## config.mk

```make
export PLATFORM = sky130hd
export DESIGN_NAME = wdog_top
export DESIGN_NICKNAME = d
export VERILOG_FILES = /design/src/core/wdog_pkg.sv /design/src/core/wdog_counter.sv /design/src/core/wdog_top.sv
export SDC_FILE = /design/constraint.sdc
export NUM_CORES = 1
export LEC_CHECK = 0
export BUFFER_PORTS_ARGS = -buffer_cell sky130_fd_sc_hd__buf_2
export CELL_PAD_IN_SITES_DETAIL_PLACEMENT = 2
export CELL_PAD_IN_SITES_GLOBAL_PLACEMENT = 2
export CORE_UTILIZATION = 30
export CTS_CLUSTER_DIAMETER = 200
export DETAILED_ROUTE_END_ITERATION = 16
export GPL_TIMING_DRIVEN = 1
export PLACE_DENSITY = 0.81
export SLEW_MARGIN = 40
export SYNTH_ARGS = -nofsm -noshare
export SYNTH_HDL_FRONTEND = slang
export SYNTH_HIERARCHICAL = 1
export SYNTH_SLANG_ARGS = --single-unit
```

## constraint.sdc

```tcl
create_clock -name CLOCK -period 2.95 [get_ports CLOCK]
set_clock_uncertainty 0.05 [all_clocks]
set_input_delay 0.4425 -clock CLOCK [delete_from_list [all_inputs] [get_ports CLOCK]]
set_output_delay 0.4425 -clock CLOCK [all_outputs]
set_load 0.05 [all_outputs]
```

## src/core/wdog_pkg.sv

```systemverilog
`default_nettype none
package wdog_pkg;
  // register byte offsets on the apb port
  localparam logic [7:0] OFF_CONTROL      = 8'h00;
  localparam logic [7:0] OFF_RELOAD_UPPER = 8'h04;
  localparam logic [7:0] OFF_RELOAD_HIGH  = 8'h08;
  localparam logic [7:0] OFF_RELOAD_LOW   = 8'h0C;
  localparam logic [7:0] OFF_RESET_CAUSE  = 8'h10;
  localparam logic [7:0] OFF_IRQ_STATUS   = 8'h14;
  localparam logic [7:0] OFF_IRQ_MASK     = 8'h18;
  localparam logic [7:0] OFF_COUNT        = 8'h1C;
  localparam logic [7:0] OFF_REFRESH      = 8'h20;

  // control field positions
  localparam int CTL_ENABLE_BIT   = 0;
  localparam int CTL_RST_EN_BIT   = 1;
  // reset-cause field positions
  localparam int CAUSE_WDOG_BIT   = 0;
  localparam int CAUSE_STOP_BIT   = 1;
  // interrupt field positions
  localparam int IRQ_TIMEOUT_BIT  = 0;
  localparam int IRQ_BADSEQ_BIT   = 1;

  // unlock code bytes
  localparam logic [7:0] UNLOCK_FIRST  = 8'h55;
  localparam logic [7:0] UNLOCK_SECOND = 8'hAA;

  // values after reset
  localparam logic [1:0]  CONTROL_RESET = 2'h0;
  localparam logic [23:0] RELOAD_RESET  = 24'h00_FFFF;
  localparam logic [1:0]  CAUSE_RESET   = 2'h0;
  localparam logic [1:0]  IRQ_RESET     = 2'h0;

  // low-power oscillator tick, derived from the 100 mhz clock
  localparam int CLOCK_MHZ      = 100;
  localparam int LPO_TICK_KHZ   = 10;
  localparam int LPO_DIV_CYCLES = (CLOCK_MHZ * 1000) / LPO_TICK_KHZ;

  // lock sequencer states, gray along the unlock path
  typedef enum logic [2:0] {
    LK_LOCKED = 3'b000,
    LK_GOT_1  = 3'b001,
    LK_OPEN   = 3'b011,
    LK_GOT_U  = 3'b010,
    LK_GOT_H  = 3'b110
  } lock_state_t;
endpackage
`default_nettype wire

```

## src/core/wdog_counter.sv

```systemverilog
`timescale 1ns/1ns
`default_nettype none
module wdog_counter
  import wdog_pkg::*;
(
  input  wire logic        clk,        // system clock
  input  wire logic        srst,       // sync reset, high
  input  wire logic        tick,       // low-power oscillator tick
  input  wire logic        run,        // watchdog enabled
  input  wire logic        load,       // copy reload value now
  input  wire logic [23:0] load_value, // reload value
  output logic      [23:0] count_q,    // current count
  output logic             timeout     // one-cycle timeout pulse
);
  // expiry: counter at zero on an oscillator tick
  assign timeout = run & tick & ~load & (count_q == 24'h00_0000);

  // down count on the tick, reload on load or after expiry
  always_ff @(posedge clk)
  begin
    if (srst)
      count_q <= RELOAD_RESET;
    else if (load | timeout)
      count_q <= load_value;
    else if (run & tick)
      count_q <= count_q - 24'h00_0001;
  end
endmodule
`default_nettype wire

```

## src/core/wdog_top.sv

```systemverilog
// Function
// - Timeout with reset enabled, not stopped: pulse system reset, set watchdog cause.
// - Timeout with reset enabled in stop mode: pulse stop recovery instead.
// - Stop-mode timeout with reset enabled sets both watchdog cause and stop cause flags.
// - Three reload bytes stay write protected until unlocked.
// - Unlock code is 55h then aah written to the control address.
// - Unlock code writes leave control bits unchanged.
// - Reload bytes accepted only in order upper, high, low.
// - Any other write mid-sequence relocks and blocks reload writes.
// - Counter loads reload value on each rising enable edge and on each refresh while enabled.
`timescale 1ns/1ns
`default_nettype none
module wdog_top
  import wdog_pkg::*;
#(
  parameter int TICK_DIV = LPO_DIV_CYCLES
)
(
  input  wire logic        CLOCK,         // 100 mhz system clock
  input  wire logic        SRST,          // sync reset, high
  input  wire logic        PSEL,          // apb select
  input  wire logic        PENABLE,       // apb access phase
  input  wire logic        PWRITE,        // apb write
  input  wire logic [7:0]  PADDR,         // apb byte address
  input  wire logic [31:0] PWDATA,        // apb write data
  output logic      [31:0] PRDATA,        // apb read data
  output logic             PREADY,        // apb ready
  output logic             PSLVERR,       // apb error, unmapped
  input  wire logic        STOP_MODE,     // chip in stop mode
  output logic             SYS_RESET,     // system reset pulse
  output logic             STOP_RECOVERY, // stop-mode recovery pulse
  output logic             IRQ            // level interrupt
);
  logic        ctl_enable_q;
  logic        ctl_rst_en_q;
  logic        enable_d1_q;
  logic [7:0]  reload_u_q;
  logic [7:0]  reload_h_q;
  logic [7:0]  reload_l_q;
  logic [1:0]  cause_q;
  logic [1:0]  irq_stat_q;
  logic [1:0]  irq_mask_q;
  logic [31:0] prdata_q;
  logic        sys_reset_q;
  logic        stop_rec_q;
  logic        stop_s1_q;
  logic        stop_s2_q;
  logic [31:0] div_q;
  logic        tick;
  logic        wr;
  logic        wr_ctl;
  logic        unlock_byte;
  logic        bad_seq;
  logic        refresh;
  logic        load;
  logic        timeout;
  logic [23:0] count_q;
  lock_state_t lock_q;
  lock_state_t lock_d;

  // address decode shared by write and error paths
  function automatic logic is_mapped(input logic [7:0] a);
    case (a)
      OFF_CONTROL, OFF_RELOAD_UPPER, OFF_RELOAD_HIGH, OFF_RELOAD_LOW,
      OFF_RESET_CAUSE, OFF_IRQ_STATUS, OFF_IRQ_MASK, OFF_COUNT, OFF_REFRESH:
        is_mapped = 1'b1;
      default:
        is_mapped = 1'b0;
    endcase
  endfunction

  // zero-wait slave; writes take effect in the access phase
  assign PREADY  = 1'b1;
  assign PSLVERR = PSEL & PENABLE & ~is_mapped(PADDR);
  assign PRDATA  = prdata_q;
  assign wr      = PSEL & PENABLE & PWRITE & is_mapped(PADDR);
  assign wr_ctl  = wr & (PADDR == OFF_CONTROL);

  // stop mode comes from the power controller, synchronise it
  always_ff @(posedge CLOCK)
  begin
    if (SRST)
    begin
      stop_s1_q <= 1'b0;
      stop_s2_q <= 1'b0;
    end
    else
    begin
      stop_s1_q <= STOP_MODE;
      stop_s2_q <= stop_s1_q;
    end
  end

  // divider giving the low-power oscillator tick enable
  always_ff @(posedge CLOCK)
  begin
    if (SRST | tick)
      div_q <= 32'h0000_0000;
    else
      div_q <= div_q + 32'h0000_0001;
  end
  assign tick = (div_q == 32'(TICK_DIV - 1));

  // a control write is an unlock byte when it fits the sequence
  always_comb
  begin
    unlock_byte = 1'b0;
    if (wr_ctl)
    begin
      if (PWDATA[7:0] == UNLOCK_FIRST)
        unlock_byte = 1'b1;
      else if (lock_q == LK_GOT_1 && PWDATA[7:0] == UNLOCK_SECOND)
        unlock_byte = 1'b1;
    end
  end

  // lock sequencer: each write must be the next expected step
  always_comb
  begin
    lock_d  = lock_q;
    bad_seq = 1'b0;
    if (wr)
    begin
      case (lock_q)
        LK_LOCKED:
          lock_d = (wr_ctl && PWDATA[7:0] == UNLOCK_FIRST) ? LK_GOT_1 : LK_LOCKED;
        LK_GOT_1:
          lock_d = (wr_ctl && PWDATA[7:0] == UNLOCK_SECOND) ? LK_OPEN : LK_LOCKED;
        LK_OPEN:
          lock_d = (PADDR == OFF_RELOAD_UPPER) ? LK_GOT_U : LK_LOCKED;
        LK_GOT_U:
          lock_d = (PADDR == OFF_RELOAD_HIGH) ? LK_GOT_H : LK_LOCKED;
        LK_GOT_H:
          lock_d = LK_LOCKED;
        default:
          lock_d = LK_LOCKED;
      endcase
      // a write that breaks an open sequence
      bad_seq = (lock_q != LK_LOCKED) && (lock_d == LK_LOCKED) &&
                !(lock_q == LK_GOT_H && PADDR == OFF_RELOAD_LOW);
      if (wr_ctl && PWDATA[7:0] == UNLOCK_FIRST)
        lock_d = LK_GOT_1;
    end
  end

  // sequencer state
  always_ff @(posedge CLOCK)
  begin
    if (SRST)
      lock_q <= LK_LOCKED;
    else
      lock_q <= lock_d;
  end

  // control bits; unlock bytes leave them alone
  always_ff @(posedge CLOCK)
  begin
    if (SRST)
    begin
      ctl_enable_q <= CONTROL_RESET[CTL_ENABLE_BIT];
      ctl_rst_en_q <= CONTROL_RESET[CTL_RST_EN_BIT];
    end
    else if (wr_ctl && !unlock_byte)
    begin
      ctl_enable_q <= PWDATA[CTL_ENABLE_BIT];
      ctl_rst_en_q <= PWDATA[CTL_RST_EN_BIT];
    end
  end

  // reload bytes, each open only at its own step
  always_ff @(posedge CLOCK)
  begin
    if (SRST)
    begin
      reload_u_q <= RELOAD_RESET[23:16];
      reload_h_q <= RELOAD_RESET[15:8];
      reload_l_q <= RELOAD_RESET[7:0];
    end
    else if (wr)
    begin
      if (PADDR == OFF_RELOAD_UPPER && lock_q == LK_OPEN)
        reload_u_q <= PWDATA[7:0];
      if (PADDR == OFF_RELOAD_HIGH && lock_q == LK_GOT_U)
        reload_h_q <= PWDATA[7:0];
      if (PADDR == OFF_RELOAD_LOW && lock_q == LK_GOT_H)
        reload_l_q <= PWDATA[7:0];
    end
  end

  // enable edge and refresh both reload the counter
  always_ff @(posedge CLOCK)
  begin
    if (SRST)
      enable_d1_q <= 1'b0;
    else
      enable_d1_q <= ctl_enable_q;
  end
  assign refresh = wr & (PADDR == OFF_REFRESH);
  assign load    = (ctl_enable_q & ~enable_d1_q) | (refresh & ctl_enable_q);

  wdog_counter u_counter (
    .clk        (CLOCK),
    .srst       (SRST),
    .tick       (tick),
    .run        (ctl_enable_q),
    .load       (load),
    .load_value ({reload_u_q, reload_h_q, reload_l_q}),
    .count_q    (count_q),
    .timeout    (timeout)
  );

  // timeout action: full reset when running, recovery in stop mode
  always_ff @(posedge CLOCK)
  begin
    if (SRST)
    begin
      sys_reset_q <= 1'b0;
      stop_rec_q  <= 1'b0;
    end
    else
    begin
      sys_reset_q <= timeout & ctl_rst_en_q & ~stop_s2_q;
      stop_rec_q  <= timeout & ctl_rst_en_q & stop_s2_q;
    end
  end
  assign SYS_RESET     = sys_reset_q;
  assign STOP_RECOVERY = stop_rec_q;

  // reset cause flags, write one to clear, set wins
  always_ff @(posedge CLOCK)
  begin
    if (SRST)
      cause_q <= CAUSE_RESET;
    else
    begin
      if (wr && PADDR == OFF_RESET_CAUSE)
        cause_q <= cause_q & ~PWDATA[1:0];
      if (timeout && ctl_rst_en_q)
      begin
        cause_q[CAUSE_WDOG_BIT] <= 1'b1;
        if (stop_s2_q)
          cause_q[CAUSE_STOP_BIT] <= 1'b1;
      end
    end
  end

  // interrupt status write one to clear, set wins; mask written directly
  always_ff @(posedge CLOCK)
  begin
    if (SRST)
    begin
      irq_stat_q <= IRQ_RESET;
      irq_mask_q <= IRQ_RESET;
    end
    else
    begin
      if (wr && PADDR == OFF_IRQ_MASK)
        irq_mask_q <= PWDATA[1:0];
      irq_stat_q <= ((wr && PADDR == OFF_IRQ_STATUS) ? (irq_stat_q & ~PWDATA[1:0]) : irq_stat_q) |
                    {bad_seq, timeout};
    end
  end
  assign IRQ = |(irq_stat_q & irq_mask_q);

  // read data captured in the setup phase
  always_ff @(posedge CLOCK)
  begin
    if (SRST)
      prdata_q <= 32'h0000_0000;
    else if (PSEL && !PENABLE && !PWRITE)
    begin
      case (PADDR)
        OFF_CONTROL:      prdata_q <= {30'h0000_0000, ctl_rst_en_q, ctl_enable_q};
        OFF_RELOAD_UPPER: prdata_q <= {24'h00_0000, reload_u_q};
        OFF_RELOAD_HIGH:  prdata_q <= {24'h00_0000, reload_h_q};
        OFF_RELOAD_LOW:   prdata_q <= {24'h00_0000, reload_l_q};
        OFF_RESET_CAUSE:  prdata_q <= {30'h0000_0000, cause_q};
        OFF_IRQ_STATUS:   prdata_q <= {30'h0000_0000, irq_stat_q};
        OFF_IRQ_MASK:     prdata_q <= {30'h0000_0000, irq_mask_q};
        OFF_COUNT:        prdata_q <= {8'h00, count_q};
        default:          prdata_q <= 32'h0000_0000;
      endcase
    end
  end
endmodule
`default_nettype wire

```

==> results.toml <==
[status]
status = "completed"

[timing]
timing.final.crit_period_ps = 2720
setup_viol = 0
layout_setup_ws_ps = 227
hold_violations = 0
tightest_slew_ps = 700
slew_headroom_pct = 52.7
fin_crit_sh_pct = 92.3
finalMaxSlewViolations = 0
hold_ws_ps = 196
fmax_mhz = 367
fin_setup_tns_ps = 0
rsz0062_at_grt = "no"

[logic_synthesis]
yosys.area.top_type = "dfxtp_1"
yosysWarnings = 6
synth_ff_type = "dfxtp_1"
synth.distinct_cells = 62
synthArstFlopShare_pct = 0
yosysSeqAreaShare_pct = 41.2
synthAdderAreaFrac_pct = 0.644
yosys.area_share.simple_pct = 27.8
synth_top_area_share_pct = 41.2
synth_edf_count = 0
syn-instance-count = 655
syn_area_per_cell_um2 = 8.91
synthXorXnorAreaFrac_pct = 7.81
ys_ff_latch = 120
synth_area_um2 = 5830
synth_compound_gate_area_share_pct = 11.2
synth_top_family_by_area = "simple AND/OR/NAND/NOR gates"
synthMuxAreaShare_pct = 6.74
synth.area.top_cells = "dfxtp_1 (41%), nor2_1 (6.8%), mux2i_1 (6.3%), xnor2_1 (4.5%), nand2_1 (3.4%)"

[detailed_routing]
drt_iter0_markers = 196
vias = 5232
drtPass1Iterations = 4
wl_per_cell_um = 20.2
drc = 0
detail-route-antenna-nets = 0
vias_per_cell = 5.32
wirelength_mm = 19.8

[setup_path]
slowest_delay_ps = 440
critical_path.endpoint_type = "flip-flop"
path_cells = "ha_1, nand4_1, nor4_2, buf_4, nand3b_1, or2_4, buf_4, o31a_4, nor3_1, a21oi_1"
rr_worst_depth = 10
crit_top_cell = "buf_4"
crit_type = "reg2reg"
cp_slowest_cell = "o31a_4"
worst_ep_required_time_ps = 3180
cp.arrival_ps = 2960
critPathTopFamily = "simple AND/OR/NAND/NOR gates"
worst-path-stages = 10
critPathBufInv = 2
critPathMaxFanout = 21
start_kind = "flip-flop"

[clock_network]
cts_tree = "yes"
cts_buffers = 17
clk_path_buf_depth = 2
clkTransAtPathRegs_ps = 60
numClockSinks = 120
root_buffer = "clkbuf_16"
htree_levels = 4
hold_buffers = 0
clock_latency_ps = 420

[layout]
final_nets = 761
final_common_cell = "dfxtp_1"
synthToLayoutAreaGrowth_pct = 20.2
antenna-diode-count = 0
layout_common_cells = "dfxtp_1 (120), nor2_1 (105), nand2_1 (53)"
postLayoutCoreUtil_pct = 37.1
drive_gt1_share_pct = 18.0
nFillCells = 2152

[global_routing]
grt_pass1_vias = 5771
use_met2_pct = 36.9
grt_max_degree = 33
grt_pass1_wl_mm = 31.8
met1_usage_pct = 24.6
grt_use_met3_pct = 4.39
grtUsageTotal_pct = 20.9
antenna_found_initial = 0
top_usage_layer = "met2"
grt-ovfl-total = 0

[placed_design]
post-place-ws_ps = -230
place.gp.congestion = 0.826
hpwl_mm = 14.0
io_buffers = 49

[floorplan]
fp.dieH_um = 141
rows = 50
core_area_um2 = 18900
die_area_um2 = 20000
num_io_pins = 83
fp.dieW_um = 141
initial_core_util_pct = 30.9

[power]
power.total_w = 0.00383
leakage_nw = 2.66
peakVddDrop_uv = 341
powerDensity_nw_per_um2 = 546

[hold_path]
holdPathStages = 2
min_path_type = "in2reg"

[run]
drv_cap = 0
-- power by group --
part | switching (W) | internal [W]
clock | 0.000734 | 0.00127
combinational | 0.000139 | 0.0000458
sequential | 0.00000586 | 0.00163
total | 0.000879 | 0.00295
-- kinds of logic (layout without fill, tap and decap cells) --
logic type               Yosys count  in the layout
XOR/XNOR                          52             52
other                              2              9
adder cells (fa/ha/maj)            3              3
multiplexers                      38             38
flip-flops                       120            120
AO/OA/AOI/OAI                     86             87
buffers and inverters             50            110
AND/OR/NAND/NOR                  304            304
-- path summary, 6_finish.rpt --
path                                 from                     to  slack, ps
worst max register to register   div_q[0]  u_counter/count_q[13]        230
worst max-delay path             div_q[0]  u_counter/count_q[13]        230
worst min-delay path            STOP_MODE              stop_s1_q        200
worst min register to register  stop_s2_q              SYS_RESET        360
-- synthesized netlist by cell type, types with 4 or more instances --
cell type	n
nor2_1	105
buf_4	9
and4_1	8
mux2i_1	37
a22oi_1	22
a21oi_1	12
buf_2	11
nor4_1	14
o31ai_1	4
a211o_1	9
and2_1	9
inv_1	7
or4_1	5
a211oi_1	15
clkbuf_1	18
nand2_1	53
nor3b_1	4
or4_4	4
xnor2_1	30
xor2_1	22
nand3_1	19
and3_1	8
dfxtp_1	120
o21ai_0	8
nor3_1	21
nand4_1	15
nor2b_1	5
or2_2	4
-- routing by layer --
layer | vias up | routed length [µm]
met5 | - | 0
met1 | 2637 | 8380
met3 | 38 | 759
met2 | 106 | 10200
met4 | 0 | 480
li1 | 2451 | -
-- sequential cells by signal (all words and copies together), names as in the netlist --
register,flops
ctl_rst_en_q,1
SYS_RESET,1
reload_u_q,8
reload_h_q,8
reload_l_q,8
PRDATA,24
div_q,32
ctl_enable_q,1
enable_d1_q,1
stop_s1_q,1
irq_mask_q,2
stop_s2_q,1
irq_stat_q,2
lock_q,3
STOP_RECOVERY,1
cause_q,2
u_counter/count_q,24
-- cell type report --
type | instances | area (µm²) | share of cell area, %
Clock inverter | 8 | 98.8 | 1.41
Multi-Input combinational cell | 493 | 3260 | 46.4
Inverter | 7 | 26.3 | 0.375
Sequential cell | 120 | 2400 | 34.3
Clock buffer | 22 | 464 | 6.62
Tap cell | 260 | 325 | 4.64
Timing Repair Buffer | 73 | 438 | 6.25
-- per-stage QoR --
stage                     instances  cell area (µm²)
after global placement          951             6370
after floorplan                 662             5860
after global routing            983             7010
after detailed placement        951             6370
after CTS                       982             6960
final                           983             7010
-- what timing repair did --
| action | 4_1_cts | 5_1_grt |
|---|---|---|
| setup buffers | 0 | 1 |
| cloned | 1 | 0 |
| setup endpoints to repair | 25 | 24 |
| pin swaps | 1 | 1 |
| gates resized for setup | 3 | 5 |
Note: power is estimated with default switching activity, not from simulation.
